`config.mk`:
```
export PLATFORM = sky130hd
export DESIGN_NAME = ubf_uart
export DESIGN_NICKNAME = d
export VERILOG_FILES = /design/src/design/ubf_pkg.sv /design/src/design/ubf_uart.sv
export SDC_FILE = /design/constraint.sdc
export NUM_CORES = 1
export LEC_CHECK = 0
export BUFFER_PORTS_ARGS = -buffer_cell sky130_fd_sc_hd__buf_4
export CAP_MARGIN = 20
export CORE_ASPECT_RATIO = 1.5
export CORE_UTILIZATION = 57
export CTS_CLUSTER_DIAMETER = 50
export DETAILED_ROUTE_END_ITERATION = 12
export PLACE_DENSITY = 0.76
export SLEW_MARGIN = 20
export SYNTH_ARGS = -nofsm -noshare
export SYNTH_HDL_FRONTEND = slang
export SYNTH_SLANG_ARGS = --single-unit
```
`constraint.sdc`:
```
create_clock -name pclk -period 4.4 [get_ports pclk]
set_input_delay 0 -clock pclk [delete_from_list [all_inputs] [get_ports pclk]]
set_output_delay 0 -clock pclk [all_outputs]
set_load 0.01 [all_outputs]
```
`src/design/ubf_pkg.sv`:
```
// constants, types and state layout for the uart baud/fifo block
package ubf_pkg;
  // --------------------------------------------------------------
  // register byte addresses
  // --------------------------------------------------------------
  localparam logic [7:0] ADDR_LINE1  = 8'h00;
  localparam logic [7:0] ADDR_LINE2  = 8'h04;
  localparam logic [7:0] ADDR_STATUS = 8'h08;
  localparam logic [7:0] ADDR_DATA   = 8'h0c;
  localparam logic [7:0] ADDR_DIV_HI = 8'h10;
  localparam logic [7:0] ADDR_DIV_LO = 8'h14;
  localparam logic [7:0] ADDR_FMC    = 8'h18;
  localparam logic [7:0] ADDR_CNT    = 8'h1c;
  // --------------------------------------------------------------
  // field positions
  // --------------------------------------------------------------
  localparam int L1_EN    = 7;
  localparam int L1_LEN9  = 6;
  localparam int L1_PEN   = 5;
  localparam int L1_PTYPE = 3;
  localparam int L1_RX8   = 1;
  localparam int L1_TX8   = 0;
  localparam int L2_TXEN  = 7;
  localparam int L2_RXEN  = 6;
  localparam int L2_STOP2 = 5;
  localparam int L2_BRK   = 4;
  localparam int L2_RIE   = 2;
  localparam int FM_FRAC  = 3;
  localparam int FM_RSEL  = 2;
  localparam int FM_TRIG  = 0;
  // --------------------------------------------------------------
  // encodings and counts
  // --------------------------------------------------------------
  localparam logic [1:0]  PAR_EVEN   = 2'h0;
  localparam logic [1:0]  PAR_ODD    = 2'h1;
  localparam logic [1:0]  PAR_MARK   = 2'h2;
  localparam logic [1:0]  TRIG_FULL  = 2'h0;
  localparam int          FIFO_DEPTH = 4;
  localparam logic [2:0]  FIFO_FULL  = 3'h4;
  localparam logic [3:0]  LAST_BIT8  = 4'h7;
  localparam logic [3:0]  LAST_BIT9  = 4'h8;
  localparam logic [15:0] SMP_OFS1   = 16'h1;
  localparam logic [15:0] SMP_OFS2   = 16'h2;

  typedef enum logic [2:0] {
    TX_IDLE = 3'b000, TX_START = 3'b001, TX_DATA = 3'b011,
    TX_PAR  = 3'b010, TX_STOP  = 3'b110
  } ubf_tx_e;
  typedef enum logic [2:0] {
    RX_IDLE = 3'b000, RX_START = 3'b001, RX_DATA = 3'b011,
    RX_PAR  = 3'b010, RX_STOP  = 3'b110
  } ubf_rx_e;

  typedef struct packed {
    logic [31:0] rdata;
    logic        ready, slverr, irq;
    logic        glb_en, len9, par_en, tx8;
    logic [1:0]  par_type;
    logic        tx_en, rx_en, stop2, brk, rie;
    logic [2:0]  frac;
    logic        rsel;
    logic [1:0]  trig;
    logic [7:0]  div_lo, div_hi;
    logic [15:0] div;
    logic        txif, tidle, rxif, oerr, ferr, perr, nf, ridle;
    ubf_tx_e     tx_st;
    logic [15:0] tx_cnt;
    logic        tx_ext;
    logic [2:0]  tx_acc;
    logic [3:0]  tx_bits;
    logic [8:0]  tx_sh, tx_hold;
    logic        tx_hold_full, tx_par, tx_out, tx_oe;
    ubf_rx_e     rx_st;
    logic        rx_q, rx_prev;
    logic [15:0] rx_cnt;
    logic        rx_ext;
    logic [2:0]  rx_acc;
    logic [3:0]  rx_bits;
    logic [8:0]  rx_sh;
    logic        smp_a, smp_b, rx_bit, rx_noisy, rx_perr, rx_own;
    logic [FIFO_DEPTH-1:0][8:0] fifo;
    logic [1:0]  rd_ptr;
    logic [2:0]  count;
    logic [8:0]  shreg;
    logic        shreg_full;
  } ubf_state_s;

  localparam ubf_state_s ST_RESET = '{txif: 1'b1, tidle: 1'b1, ridle: 1'b1,
    rx_q: 1'b1, rx_prev: 1'b1, tx_out: 1'b1, tx_st: TX_IDLE, rx_st: RX_IDLE, default: '0};
endpackage

```
`src/design/ubf_uart.sv`:
```
// uart baud generator, receive fifo and global enable with apb access
`timescale 1ns/1ps
module ubf_uart
  import ubf_pkg::*;
(
  input  wire logic        pclk,
  input  wire logic        presetn,
  input  wire logic        psel,
  input  wire logic        penable,
  input  wire logic        pwrite,
  input  wire logic [7:0]  paddr,
  input  wire logic [31:0] pwdata,
  output logic [31:0]      prdata,
  output logic             pready,
  output logic             pslverr,
  input  wire logic        rx_in,
  output logic             tx_out,
  output logic             tx_oe,
  output logic             rx_own,
  output logic             irq
);
  // ------------------------------------------------------------
  // state
  // ------------------------------------------------------------
  ubf_state_s  s_ff, nxt_s;
  logic        acc_done, we, re, push, pop, tx_end, rx_end, vote;
  logic [3:0]  sum;
  logic [8:0]  rx_word;
  logic [15:0] smp0, smp1, smp2;
  logic [2:0]  thr;
  logic [31:0] rd_mux;

  function automatic logic par_bit(input logic [1:0] t, input logic [8:0] d,
                                   input logic l9);
    logic x;
    x = ^(l9 ? d : {1'b0, d[7:0]});
    case (t)
      PAR_EVEN: par_bit = x;
      PAR_ODD:  par_bit = ~x;
      PAR_MARK: par_bit = 1'b1;
      default:  par_bit = 1'b0;
    endcase
  endfunction

  // ------------------------------------------------------------
  // read mux
  // ------------------------------------------------------------
  always_comb begin
    rd_mux = '0;
    case (paddr)
      ADDR_LINE1: begin
        rd_mux[L1_EN]              = s_ff.glb_en;
        rd_mux[L1_LEN9]            = s_ff.len9;
        rd_mux[L1_PEN]             = s_ff.par_en;
        rd_mux[L1_PTYPE +: 2]      = s_ff.par_type;
        rd_mux[L1_RX8]             = s_ff.fifo[s_ff.rd_ptr][8];
        rd_mux[L1_TX8]             = s_ff.tx8;
      end
      ADDR_LINE2: begin
        rd_mux[L2_TXEN]            = s_ff.tx_en;
        rd_mux[L2_RXEN]            = s_ff.rx_en;
        rd_mux[L2_STOP2]           = s_ff.stop2;
        rd_mux[L2_BRK]             = s_ff.brk;
        rd_mux[L2_RIE]             = s_ff.rie;
      end
      ADDR_STATUS: rd_mux[7:0] = {s_ff.perr, s_ff.nf, s_ff.ferr, s_ff.oerr,
                                  s_ff.ridle, s_ff.rxif, s_ff.tidle, s_ff.txif};
      ADDR_DATA:   rd_mux[7:0] = s_ff.fifo[s_ff.rd_ptr][7:0];
      ADDR_DIV_HI: rd_mux[7:0] = s_ff.div_hi;
      ADDR_DIV_LO: rd_mux[7:0] = s_ff.div_lo;
      ADDR_FMC: begin
        rd_mux[FM_FRAC +: 3]       = s_ff.frac;
        rd_mux[FM_RSEL]            = s_ff.rsel;
        rd_mux[FM_TRIG +: 2]       = s_ff.trig;
      end
      ADDR_CNT:    rd_mux[2:0] = s_ff.count;
      default:     rd_mux = '0;
    endcase
  end

  // ------------------------------------------------------------
  // next state
  // ------------------------------------------------------------
  always_comb begin
    nxt_s    = s_ff;
    acc_done = psel & penable & s_ff.ready;
    we       = acc_done & pwrite;
    re       = acc_done & ~pwrite;
    push     = 1'b0;
    pop      = 1'b0;
    rx_word  = '0;
    vote     = 1'b0;
    // zero-wait slave is impossible with registered outputs: one wait state
    nxt_s.ready  = psel & penable & ~s_ff.ready;
    nxt_s.slverr = 1'b0;
    if (psel & penable & ~s_ff.ready) begin
      nxt_s.rdata  = rd_mux;
      nxt_s.slverr = (paddr[1:0] != 2'h0) || (paddr > ADDR_CNT);
    end
    if (we) begin
      case (paddr)
        ADDR_LINE1: begin
          nxt_s.glb_en   = pwdata[L1_EN];
          nxt_s.len9     = pwdata[L1_LEN9];
          nxt_s.par_en   = pwdata[L1_PEN];
          nxt_s.par_type = pwdata[L1_PTYPE +: 2];
          nxt_s.tx8      = pwdata[L1_TX8];
        end
        ADDR_LINE2: begin
          nxt_s.tx_en = pwdata[L2_TXEN];
          nxt_s.rx_en = pwdata[L2_RXEN];
          nxt_s.stop2 = pwdata[L2_STOP2];
          nxt_s.brk   = pwdata[L2_BRK];
          nxt_s.rie   = pwdata[L2_RIE];
        end
        // full 16-bit divisor on high byte
        ADDR_DIV_HI: begin
          nxt_s.div_hi = pwdata[7:0];
          nxt_s.div    = {pwdata[7:0], s_ff.div_lo};
        end
        ADDR_DIV_LO: nxt_s.div_lo = pwdata[7:0];
        ADDR_FMC: begin
          nxt_s.frac = pwdata[FM_FRAC +: 3];
          nxt_s.rsel = pwdata[FM_RSEL];
          nxt_s.trig = pwdata[FM_TRIG +: 2];
        end
        // write ignored while the holding register is full
        ADDR_DATA: if (s_ff.txif && s_ff.tx_en) begin
          nxt_s.tx_hold      = {s_ff.tx8, pwdata[7:0]};
          nxt_s.tx_hold_full = 1'b1;
          nxt_s.txif         = 1'b0;
          nxt_s.tidle        = 1'b0;
        end
        default: ;
      endcase
    end
    // read pops fifo, clears error flags
    if (re && paddr == ADDR_DATA) begin
      nxt_s.ferr = 1'b0;
      nxt_s.perr = 1'b0;
      nxt_s.nf   = 1'b0;
      nxt_s.oerr = 1'b0;
      if (s_ff.count != 3'h0) begin
        pop          = 1'b1;
        nxt_s.rd_ptr = s_ff.rd_ptr + 2'h1;
        nxt_s.count  = s_ff.count - 3'h1;
        // held byte moves into freed slot
        if (s_ff.shreg_full) begin
          nxt_s.fifo[s_ff.rd_ptr] = s_ff.shreg;
          nxt_s.count             = s_ff.count;
          nxt_s.shreg_full        = 1'b0;
        end
      end
    end

    // ------------------------------------------------------------
    // transmitter
    // ------------------------------------------------------------
    // carry into bit 3 adds a clock
    sum    = {1'b0, s_ff.tx_acc} + {1'b0, s_ff.frac};
    tx_end = ({1'b0, s_ff.tx_cnt} + 17'h1) == ({1'b0, s_ff.div} + {16'h0, s_ff.tx_ext});
    if (s_ff.tx_st != TX_IDLE) begin
      nxt_s.tx_cnt = tx_end ? 16'h0 : s_ff.tx_cnt + 16'h1;
      if (tx_end) begin
        nxt_s.tx_ext = sum[3];
        nxt_s.tx_acc = sum[2:0];
      end
    end
    case (s_ff.tx_st)
      TX_IDLE: begin
        nxt_s.tx_out = 1'b1;
        if (s_ff.tx_hold_full) begin
          nxt_s.tx_acc       = s_ff.frac;
          nxt_s.tx_ext       = 1'b0;
          nxt_s.tx_cnt       = 16'h0;
          nxt_s.tx_sh        = s_ff.tx_hold;
          nxt_s.tx_par       = par_bit(s_ff.par_type, s_ff.tx_hold, s_ff.len9);
          nxt_s.tx_hold_full = 1'b0;
          nxt_s.txif         = 1'b1;
          nxt_s.tx_bits      = 4'h0;
          nxt_s.tx_out       = 1'b0;
          nxt_s.tx_st        = TX_START;
        end
      end
      TX_START: if (tx_end) begin
        nxt_s.tx_out = s_ff.tx_sh[0];
        nxt_s.tx_st  = TX_DATA;
      end
      TX_DATA: if (tx_end) begin
        nxt_s.tx_sh   = {1'b0, s_ff.tx_sh[8:1]};
        nxt_s.tx_bits = s_ff.tx_bits + 4'h1;
        nxt_s.tx_out  = s_ff.tx_sh[1];
        if (s_ff.tx_bits == (s_ff.len9 ? LAST_BIT9 : LAST_BIT8)) begin
          nxt_s.tx_bits = 4'h0;
          nxt_s.tx_out  = s_ff.par_en ? s_ff.tx_par : 1'b1;
          nxt_s.tx_st   = s_ff.par_en ? TX_PAR : TX_STOP;
        end
      end
      TX_PAR: if (tx_end) begin
        nxt_s.tx_out = 1'b1;
        nxt_s.tx_st  = TX_STOP;
      end
      TX_STOP: if (tx_end) begin
        // second stop bit on transmit only
        if (s_ff.stop2 && s_ff.tx_bits == 4'h0) begin
          nxt_s.tx_bits = 4'h1;
        end else begin
          nxt_s.tx_st = TX_IDLE;
          if (!nxt_s.tx_hold_full) nxt_s.tidle = 1'b1;
        end
      end
      default: nxt_s.tx_st = TX_IDLE;
    endcase

    // ------------------------------------------------------------
    // receiver
    // ------------------------------------------------------------
    nxt_s.rx_q    = rx_in;
    nxt_s.rx_prev = s_ff.rx_q;
    smp0   = {1'b0, s_ff.div[15:1]} - {15'h0, s_ff.rsel};
    smp1   = {1'b0, s_ff.div[15:1]} + SMP_OFS1 - {15'h0, s_ff.rsel};
    smp2   = {1'b0, s_ff.div[15:1]} + SMP_OFS2;
    rx_end = ({1'b0, s_ff.rx_cnt} + 17'h1) == ({1'b0, s_ff.div} + {16'h0, s_ff.rx_ext});
    if (s_ff.rx_st != RX_IDLE) begin
      nxt_s.rx_cnt = rx_end ? 16'h0 : s_ff.rx_cnt + 16'h1;
      if (s_ff.rx_cnt == smp0) nxt_s.smp_a = s_ff.rx_q;
      if (s_ff.rx_cnt == smp1) nxt_s.smp_b = s_ff.rx_q;
      if (s_ff.rx_cnt == smp2) begin
        vote         = (s_ff.smp_a & s_ff.smp_b) | (s_ff.rx_q & (s_ff.smp_a | s_ff.smp_b));
        nxt_s.rx_bit = vote;
        if (!(s_ff.smp_a == s_ff.smp_b && s_ff.smp_b == s_ff.rx_q))
          nxt_s.rx_noisy = 1'b1;
      end
      if (rx_end) begin
        nxt_s.rx_ext = ({1'b0, s_ff.rx_acc} + {1'b0, s_ff.frac}) >= 4'h8;
        nxt_s.rx_acc = s_ff.rx_acc + s_ff.frac;
      end
    end
    rx_word = s_ff.len9 ? s_ff.rx_sh : {1'b0, s_ff.rx_sh[8:1]};
    case (s_ff.rx_st)
      RX_IDLE: if (s_ff.rx_own && s_ff.rx_prev && !s_ff.rx_q) begin
        nxt_s.rx_acc   = s_ff.frac;
        nxt_s.rx_ext   = 1'b0;
        nxt_s.rx_cnt   = 16'h0;
        nxt_s.rx_bits  = 4'h0;
        nxt_s.rx_noisy = 1'b0;
        nxt_s.ridle    = 1'b0;
        nxt_s.rx_st    = RX_START;
      end
      RX_START: if (rx_end) begin
        // false start returns to idle
        nxt_s.rx_st = s_ff.rx_bit ? RX_IDLE : RX_DATA;
        nxt_s.ridle = s_ff.rx_bit;
      end
      RX_DATA: if (rx_end) begin
        nxt_s.rx_sh   = {s_ff.rx_bit, s_ff.rx_sh[8:1]};
        nxt_s.rx_bits = s_ff.rx_bits + 4'h1;
        if (s_ff.rx_bits == (s_ff.len9 ? LAST_BIT9 : LAST_BIT8))
          nxt_s.rx_st = s_ff.par_en ? RX_PAR : RX_STOP;
      end
      RX_PAR: if (rx_end) begin
        nxt_s.rx_perr = s_ff.rx_bit != par_bit(s_ff.par_type, rx_word, s_ff.len9);
        nxt_s.rx_st   = RX_STOP;
      end
      // receiver checks one stop bit
      // ends just after the stop vote so a back-to-back start is not missed
      RX_STOP: if (s_ff.rx_cnt == smp2 + SMP_OFS1) begin
        push        = 1'b1;
        nxt_s.rx_st = RX_IDLE;
        nxt_s.ridle = 1'b1;
        if (!s_ff.rx_bit) nxt_s.ferr = 1'b1;
        if (s_ff.par_en && s_ff.rx_perr) nxt_s.perr = 1'b1;
        if (s_ff.rx_noisy) nxt_s.nf = 1'b1;
      end
      default: nxt_s.rx_st = RX_IDLE;
    endcase
    // push after pop so a same-cycle read frees room
    if (push) begin
      if (nxt_s.count != FIFO_FULL) begin
        nxt_s.fifo[2'(nxt_s.rd_ptr + nxt_s.count[1:0])] = rx_word;
        nxt_s.count = nxt_s.count + 3'h1;
      end else begin
        if (nxt_s.shreg_full) nxt_s.oerr = 1'b1;
        nxt_s.shreg      = rx_word;
        nxt_s.shreg_full = 1'b1;
      end
    end

    // ------------------------------------------------------------
    // enables and disable
    // ------------------------------------------------------------
    // disable clears state, tx/rx enables and break, keeps other configuration
    if (!nxt_s.glb_en) begin
      nxt_s.tx_en        = 1'b0;
      nxt_s.rx_en        = 1'b0;
      nxt_s.brk          = 1'b0;
      nxt_s.oerr         = 1'b0;
      nxt_s.ferr         = 1'b0;
      nxt_s.perr         = 1'b0;
      nxt_s.nf           = 1'b0;
      nxt_s.count        = 3'h0;
      nxt_s.rd_ptr       = 2'h0;
      nxt_s.shreg_full   = 1'b0;
      nxt_s.tx_hold_full = 1'b0;
      nxt_s.txif         = 1'b1;
      nxt_s.tidle        = 1'b1;
    end
    if (!nxt_s.tx_en) nxt_s.tx_st = TX_IDLE;
    if (!nxt_s.rx_en) begin
      nxt_s.rx_st = RX_IDLE;
      nxt_s.ridle = 1'b1;
    end
    thr        = (nxt_s.trig == TRIG_FULL) ? FIFO_FULL : {1'b0, nxt_s.trig};
    nxt_s.rxif = nxt_s.glb_en && (nxt_s.count >= thr);
    // interrupt from overrun or rx available
    nxt_s.irq  = nxt_s.rie && (nxt_s.rxif || nxt_s.oerr);
    // idle high, pins released when not enabled
    nxt_s.tx_oe  = nxt_s.glb_en && nxt_s.tx_en;
    nxt_s.rx_own = nxt_s.glb_en && nxt_s.rx_en;
    if (nxt_s.tx_st == TX_IDLE) nxt_s.tx_out = 1'b1;
    if (nxt_s.brk) nxt_s.tx_out = 1'b0;
  end

  always_ff @(posedge pclk or negedge presetn) begin
    if (!presetn) begin
      s_ff <= ST_RESET;
    end else begin
      s_ff <= nxt_s;
    end
  end

  assign prdata  = s_ff.rdata;
  assign pready  = s_ff.ready;
  assign pslverr = s_ff.slverr;
  assign tx_out  = s_ff.tx_out;
  assign tx_oe   = s_ff.tx_oe;
  assign rx_own  = s_ff.rx_own;
  assign irq     = s_ff.irq;
endmodule

```
==> results by group, run 1 <==
Logic synthesis
  • Synth Register Bits: between 200 and 250
  • YS warnings: 0
  • Synthesized area per cell: about 9.5 um^2
  • Yosys top cell by area: dfrtp_1
  • Register area share after synthesis: 0.340
  • Post-Synthesis Cells: 1562
  • Synth top area share: 0.329
  • Post-synth EDFFs: 0
  • Ys flop type: dfrtp_1
  • Largest cells by area after synthesis: dfrtp_1 (33%), mux2i_1 (7.9%), xnor2_1 (7.2%), ha_1 (6.8%), mux2_2 (4.4%)
  • Post-synthesis cell type count: 92
  • Synth async-reset ratio: 1.00
  • Mapped Area: ~15000 um^2

Timing
  • Slew HR: 0.320
  • Fin. Hold Viols: 0
  • Final min period: ~4200 ps
  • Final Setup Violations: 0
  • Clk_skew: 17.7 ps
  • Final WS setup: approximately 160 ps
  • Fmax: approximately 240 MHz
  • Setup TNS: 0 ps
  • Final Max Tran Viols: 0
  • Worst hold slack: 50.6 ps
  • Tcrit/Tclk final: 0.964
  • Worst-Margin Slew: approximately 1000 ps

Global routing
  • Vias in the first global route: about 12k
  • GRT Overall Usage: 0.306
  • First-pass GRT wire length: roughly 64 mm
  • Gr ovfl total: 0
  • Largest net degree at the start of global routing: 174
  • Initial antenna violation count: 0

Floorplan
  • # IOs: 84
  • Site Rows: between 70 and 80
  • Die footprint: approximately 27000 um^2
  • Chip Height: about 200 um
  • Die width: 134 um
  • Core Region: 25800 um^2
  • Initial core utilization: 0.579

Setup path
  • R2r startpoint: s_ff[156]
  • FF-to-FF path depth: 17
  • CP peak stage delay: approximately 440 ps
  • Crit-path cells: ha_1 > buf_4 > and4_1 > or3_1 > a31oi_1 > nand4_1 > o21a_1 > o22a_1 > nor4_4 > nand2_1 > mux2i_1 > ha_1 > nand2b_1 > a21o_1 > a21oi_1 > a211o_1 > o21ai_0
  • Critical path class: register to register
  • Crit Path Max Fanout: 10
  • Crit. End Element: register
  • CP max-delay cell: dfrtp_1
  • Slack of the worst reg-to-reg path: 160 ps
  • Worst endpoint required time: around 4800 ps
  • WP data arrival: around 4600 ps
  • Setup crit start kind: register
  • Reg-to-reg endpoint: irq
  • Most frequent CP cell: ha_1

Clock tree
  • Skew-Pair Late Insertion Delay: between 500 and 600 ps
  • Clock Pin Slew Worst Setup and Hold Paths: around 60 ps
  • Clock Sinks: a little over 200
  • Root Buffer: clkbuf_16
  • Clock Tree Buf Depth: 3
  • Num CTS Buffers: 21
  • CTS tree: yes
  • H-tree levels: 1

Placed design
  • RePlAce Congestion: around 1
  • Dpl hpwl: 29.6 mm
  • Port Buf Inserts: 35
  • Worst slack, placed: approximately 130 ps

Route
  • Post-route ant nets: 0
  • Initial drt markers: 716
  • DR WL/cell: between 20 and 25 um
  • DRC Markers: 0
  • Vias per cell: roughly 6.1
  • Routed vias: 11.9k
  • Routed WL: around 40 mm
  • DRT Pass-1 Iters: 5

Hold path
  • Hold crit path type: input port to asynchronous set/reset pin

Finish
  • FF/Latch Area: 5060 um^2
  • Multi-input logic area: ~9100 um^2
  • Most frequent cells in the layout: dfrtp_1 (194), xnor2_1 (123), mux2i_1 (118), nand2_1 (103), nor2_1 (99)
  • Fraction of layout cells with a size suffix above 1: 0.150
  • N_diodes: 0
  • Synth-to-Final Area Change: 9.65%
  • Final nets: approximately 1.7k
  • Number of fill cells in the layout: about 2.1k
  • Most common cell after layout, fill and taps aside: dfrtp_1

Power and ir drop
  • Leakage power: 0.00789 uW
  • Power per cell area: ~230 nW/um^2
  • Max IR drop VDD: about 0.00038 V

Run
  • Max Cap Viol: 0

Run status
  • Status: complete, no violations
[cell usage after synthesis (7+ instances only)]
| library cell | count |
|---|---|
| buf_2 | 20 |
| nor3_1 | 38 |
| nand4_1 | 24 |
| nor3b_1 | 7 |
| clkbuf_1 | 41 |
| a211oi_1 | 11 |
| a21oi_1 | 54 |
| o22ai_1 | 9 |
| nand2b_1 | 11 |
| and4_1 | 7 |
| xnor2_1 | 123 |
| mux2i_1 | 118 |
| nand2_1 | 103 |
| and2_1 | 11 |
| a22o_1 | 7 |
| or3_1 | 10 |
| mux4_2 | 11 |
| or2_2 | 7 |
| buf_4 | 42 |
| nand3_1 | 64 |
| a31oi_1 | 23 |
| ha_1 | 81 |
| buf_1 | 9 |
| o21ai_0 | 62 |
| xor2_1 | 50 |
| a22oi_1 | 7 |
| or4_1 | 7 |
| inv_1 | 63 |
| and3_1 | 25 |
| nor2b_1 | 12 |
| nor4_1 | 11 |
| a21o_1 | 22 |
| mux2_2 | 58 |
| dfrtp_1 | 196 |
| nor2_1 | 100 |
[registers in the layout, indices dropped and copies added (netlist names)]
name     flops
s_ff       189
prdata       8
irq          1
nxt_s        1
pready       1
pslverr      1
tx_out       1
[critical path, delay by kind of cell, from the launching register on]
kind | cells | cell delay, ps
AND/OR/NAND/NOR | 6 | 1450
flip-flops | 1 | 440
multiplexers | 1 | 160
buffers and inverters | 1 | 170
adder cells (fa/ha/maj) | 2 | 510
AO/OA/AOI/OAI | 7 | 1390
[worst max-delay path by stage]
stage                     slack [ps]  endpoint  startpoint
after global placement           210       irq   s_ff[156]
after detailed placement         130       irq   s_ff[157]
after global routing              -7       irq   s_ff[156]
after CTS                        150       irq   s_ff[168]
after floorplan                  240       irq   s_ff[155]
final                            160       irq   s_ff[156]
[cells by family (layout without fill, tap and decap cells)]
family / count (synthesis) / in the layout / share of synthesized area
compound gates: 263 / 263 / 0.116
xor+xnor: 176 / 176 / 0.106
fa+ha+maj: 84 / 84 / 0.0713
buf+inv: 181 / 207 / 0.0599
flops: 202 / 202 / 0.340
mux: 189 / 189 / 0.142
other cells: 1 / 24 / 0.000252
simple gates: 466 / 466 / 0.165
[through the flow]
stage | area [um^2] | instances | power, uW | util
2_1_floorplan | 15000 | 1585 | 1960 | -
3_3_place_gp | 15400 | 1887 | 2020 | 0.599
3_5_place_dp | 15400 | 1887 | 2020 | 0.599
4_1_cts | 16300 | 1940 | 3770 | 0.632
5_1_grt | 16300 | 1944 | 3850 | 0.635
6_report | 16300 | 1944 | 3740 | 0.635
[layout make-up]
cell class                      instances  share of cell area
Timing Repair Buffer                  106              0.0529
Clock buffer                           30              0.0379
Inverter                               64              0.0147
Tap cell                              333              0.0255
Multi-Input combinational cell       1202               0.556
Clock inverter                          7             0.00360
Sequential cell                       202               0.310
[report_power, final]
group | internal, uW | leakage, uW | total (uW) | switching (uW)
Combinational | 44.0 | 0.00482 | 132 | 87.6
Sequential | 1860 | 0.00274 | 1860 | 3.52
Clock | 990 | 0.000332 | 1740 | 753
[metal layers]
metal	track usage	share of wire	up-vias
met1	0.347	0.39	5876
met4	0.181	0.061	0
met5	0	0	-
met3	0.0303	0.035	129
li1	-	-	5572
met2	0.555	0.52	363
[repair_timing]
| item | CTS | global route |
|---|---|---|
| endpoints found under the hold margin | 131 | 0 |
| resized for setup | 0 | 9 |
| setup buffers | 0 | 4 |
| hold buffers | 16 | 0 |
| setup endpoints to repair | 0 | 6 |
No activity file was read; power rests on OpenSTA's default activity.
==> inputs of run 2 (changes only) <==
--- a/config.mk
+++ b/config.mk
@@ -5,13 +5,14 @@
 export SDC_FILE = /design/constraint.sdc
 export NUM_CORES = 1
 export LEC_CHECK = 0
+export ABC_AREA = 1
 export BUFFER_PORTS_ARGS = -buffer_cell sky130_fd_sc_hd__buf_4
 export CAP_MARGIN = 20
 export CORE_ASPECT_RATIO = 1.5
-export CORE_UTILIZATION = 57
+export CORE_UTILIZATION = 63
 export CTS_CLUSTER_DIAMETER = 50
 export DETAILED_ROUTE_END_ITERATION = 12
-export PLACE_DENSITY = 0.76
+export PLACE_DENSITY = 0.8
 export SLEW_MARGIN = 20
 export SYNTH_ARGS = -nofsm -noshare
 export SYNTH_HDL_FRONTEND = slang
==> constraint.sdc (replaced) <==
create_clock -name pclk -period 4.26 [get_ports pclk]
set_input_delay 0 -clock pclk [delete_from_list [all_inputs] [get_ports pclk]]
set_output_delay 0 -clock pclk [all_outputs]
set_load 0.01 [all_outputs]
==> run 2 against run 1 <==
Synthesized area is 8.4% higher. Highest routed layer unchanged. Die area is 1.9% lower. Wire length grew 26%. Total power rose by 20%. Fmax grew 7.5%. Non-clock buffer count fell by 18. Clock-buffer cell count shrank 1. Combinational power increased by 130%. Critical path type unchanged. Clock power increased by 28%. Sequential share of layout area down 2.5 points. Synthesized cell count grew 51%. Hold slack better by 2.8 ps.
==> results by group, run 2 <==
Route
  • DRC Markers: 0 (unchanged)
  • Post-route ant nets: 0 (unchanged)
  • DR WL/cell: 18.5 um (was 20.7 um)
  • Routed vias: 16.1k (was 11.9k)
  • Vias per cell: 5.84 (was 6.14)
  • Routed WL: 50.7 mm (was 40.2 mm)
  • Initial drt markers: 1196 (was 716)
  • DRT Pass-1 Iters: 8 (was 5)

Floorplan
  • Chip Height: 198 um (was 200 um)
  • Initial core utilization: 0.643 (was 0.579)
  • # IOs: 84 (unchanged)
  • Die width: 133 um (was 134 um)
  • Core Region: 25100 um^2 (was 25800 um^2)
  • Site Rows: 71 (was 72)
  • Die footprint: 26300 um^2 (was 26800 um^2)

Timing
  • RSZ-0062 raised after global routing: false
  • Worst-Margin Slew: 1010 ps (was 1020 ps)
  • Final WS setup: 311 ps (was 156 ps)
  • Worst hold slack: 53.4 ps (was 50.6 ps)
  • Setup TNS: 0 ps (unchanged)
  • Final Max Tran Viols: 0 (unchanged)
  • Final Setup Violations: 0 (unchanged)
  • Fin. Hold Viols: 0 (unchanged)
  • Tcrit/Tclk final: 0.927 (was 0.964)
  • Slew HR: 0.329 (was 0.320)
  • Fmax: 253 MHz (was 236 MHz)
  • Final min period: 3950 ps (was 4240 ps)
  • Clk_skew: 22.5 ps (was 17.7 ps)

Power and ir drop
  • Power per cell area: 253 nW/um^2 (was 229 nW/um^2)
  • Switching part of the total power: 0.255 (was 0.226)
  • Clock network fraction of total power: 0.497 (was 0.466)
  • Combinational power share: 0.068 (was 0.035)
  • Final Power: 4490 uW (was 3740 uW)
  • Sw Pwr: 1150 uW (was 845 uW)
  • Leakage power: 0.00852 uW (was 0.00789 uW)
  • Sequential Power Share: 0.435 (was 0.499)
  • P_int: 3350 uW (was 2900 uW)
  • Max IR drop VDD: 0.000343 V (was 0.000375 V)

Global routing
  • GRT Overall Usage: 0.389 (was 0.306)
  • Gr ovfl total: 0 (unchanged)
  • First-pass GRT wire length: 79.8 mm (was 63.6 mm)
  • Largest net degree at the start of global routing: 121 (was 174)
  • Initial antenna violation count: 0 (unchanged)
  • Vias in the first global route: 15.4k (was 12.0k)

Logic synthesis
  • Register area share after synthesis: 0.313 (was 0.340)
  • Post-Synthesis Cells: 2364 (was 1562)
  • Ys flop type: dfrtp_1 (unchanged)
  • YS warnings: 0 (unchanged)
  • Synth Register Bits: 202 (unchanged)
  • Most frequent cells after synthesis: nand2_1 (656), inv_1 (268), nor2_1 (221) (was dfrtp_1 (196), xnor2_1 (123), mux2i_1 (118))
  • Largest cells by area after synthesis: dfrtp_1 (30%), nand2_1 (15%), ha_1 (6.3%), inv_1 (6.2%), nand3_1 (5.8%) (was dfrtp_1 (33%), mux2i_1 (7.9%), xnor2_1 (7.2%), ha_1 (6.8%), mux2_2 (4.4%))
  • Synthesized area per cell: 6.84 um^2 (was 9.55 um^2)
  • Yosys top cell by area: dfrtp_1 (unchanged)
  • Post-synthesis cell type count: 59 (was 92)
  • Synth top area share: 0.303 (was 0.329)
  • Mapped Area: 16200 um^2 (was 14900 um^2)
  • Synth async-reset ratio: 1.00 (unchanged)
  • Most common cell in the netlist: nand2_1 (was dfrtp_1)
  • Post-synth EDFFs: 0 (unchanged)

Placed design
  • RePlAce Congestion: 1.01 (was 1.00)
  • Worst slack, placed: 308 ps (was 134 ps)
  • Inst Count DP: 2683 (was 1887)
  • Dpl hpwl: 38.0 mm (was 29.6 mm)
  • Port Buf Inserts: 35 (unchanged)

Setup path
  • WP data arrival: 4380 ps (was 4640 ps)
  • Slack of the worst reg-to-reg path: 310 ps (was 160 ps)
  • Worst endpoint required time: 4690 ps (was 4790 ps)
  • Setup crit start kind: register (unchanged)
  • Crit Path Max Fanout: 8 (was 10)
  • Crit. End Element: register (unchanged)
  • Critical path class: register to register (unchanged)

Finish
  • Number of fill cells in the layout: 2155 (was 2135)
  • Fraction of layout cells with a size suffix above 1: 0.0694 (was 0.150)
  • Synth-to-Final Area Change: 9.78% (was 9.65%)
  • Multi-input logic area: 9620 um^2 (was 9080 um^2)
  • Final nets: 2532 (was 1726)
  • Biggest register: s_ff (unchanged)
  • Max reg flops: 189 (unchanged)
  • N_diodes: 0 (unchanged)
  • FF/Latch Area: 5060 um^2 (about the same)
  • Most frequent cells in the layout: nand2_1 (655), inv_1 (268), nor2_1 (221), dfrtp_1 (196), nand3_1 (187) (was dfrtp_1 (194), xnor2_1 (123), mux2i_1 (118), nand2_1 (103), nor2_1 (99))
  • Finished Layout Cells: 2749 (was 1944)
  • Most common cell after layout, fill and taps aside: nand2_1 (was dfrtp_1)

Clock tree
  • Skew-Pair Late Insertion Delay: 550 ps (was 520 ps)
  • Clock Pin Slew Worst Setup and Hold Paths: 60 ps (about the same)
  • Clock Sinks: 202 (unchanged)
  • CTS tree: yes (unchanged)
  • Root Buffer: clkbuf_16 (unchanged)
  • Clock Tree Buf Depth: 3 (unchanged)
  • Num CTS Buffers: 25 (was 21)
  • H-tree levels: 1 (unchanged)

Hold path
  • Hold crit path type: input port to register (was input port to asynchronous set/reset pin)

Run
  • Max Cap Viol: 0 (unchanged)

Run status
  • Status: complete, no violations (unchanged)
run 2: cell types whose count changed in the layout (fill, tap and decap cells not counted), moves of 50 or more:
cell,delta
nand3_1,+123
mux2_2,-53
nor2_1,+122
o21ai_1,+50
xnor2_1,-86
inv_1,+205
o21ai_0,+60
mux2i_1,-94
nand2_1,+552
run 2: power groups by stage:
stage / sequential (uW) / clock (uW) / combinational [uW]
3_5_place_dp: 1990 / 0 / 283
4_1_cts: 1950 / 2250 / 300
5_1_grt: 1950 / 2320 / 335
3_3_place_gp: 1990 / 0 / 277
6_report: 1950 / 2230 / 306
2_1_floorplan: 1980 / 0 / 170
run 2: worst max-delay path: stages (launching register included):
cell      delay (ps)
dfrtp_1          570
ha_1             380
nand2_1          220
nor2_1           290
nand3_1          140
nand2_1          120
nand3_1          110
nor2_1           150
nand3b_1         100
nand2_1          130
nand2_1           80
nor2_2           130
nand4_4          140
inv_1            180
o21ai_0          100
a21oi_1          260
ha_1             320
a21oi_1          160
a31oi_1          120
inv_1             70
a21oi_1           60
run 2: logic make-up (layout without fill, tap and decap cells):
family,after synthesis,in the layout,share of synthesized area
multiplexers,29,29,0.0183
flip-flops,202,202,0.313
AND/OR/NAND/NOR,1189,1189,0.313
buffers and inverters,381,415,0.0981
AO/OA/AOI/OAI,358,358,0.127
XOR/XNOR,121,121,0.0656
adder cells (fa/ha/maj),83,83,0.0652
other,1,24,0.000232
run 2: repair_timing:
action                     4_1_cts  5_1_grt
hold buffers                    20        0
buffers inserted                 0        1
resized for setup                0        6
setup endpoints to repair        0       27
hold endpoints to repair       162        0
run 2: worst paths after layout:
path / start / end / cells after the start
setup / recovery: s_ff[156] / irq / 20
hold / removal: paddr[3] / prdata[6] / 6
setup reg to reg: s_ff[156] / irq / 20
hold reg to reg: nxt_s[90] / s_ff[90] / 0
max in group asynchronous: presetn / tx_out / 3
min in group asynchronous: presetn / s_ff[26] / 2
run 2: final cells by class:
type                       instances  share of cell area
clock buffer                      29              0.0372
clock inverter                    16              0.0115
inverter                         282              0.0599
multi-input combinational       1804               0.542
sequential                       202               0.285
tap                              328              0.0231
timing repair buffer              88              0.0411
run 2: through the flow:
stage	area, um^2	util
5_1_grt	17700	0.706
4_1_cts	17700	0.705
6_report	17700	0.706
3_5_place_dp	16700	0.663
3_3_place_gp	16700	0.663
2_1_floorplan	16300	-
run 2: per-layer routing:
metal  wire length, um  GRT usage  vias up
met4              4210      0.295        0
met2             24900      0.680      698
met1             18500      0.432     7402
met3              3100     0.0466      228
met5                 0          0        -
li1                  -          -     7737
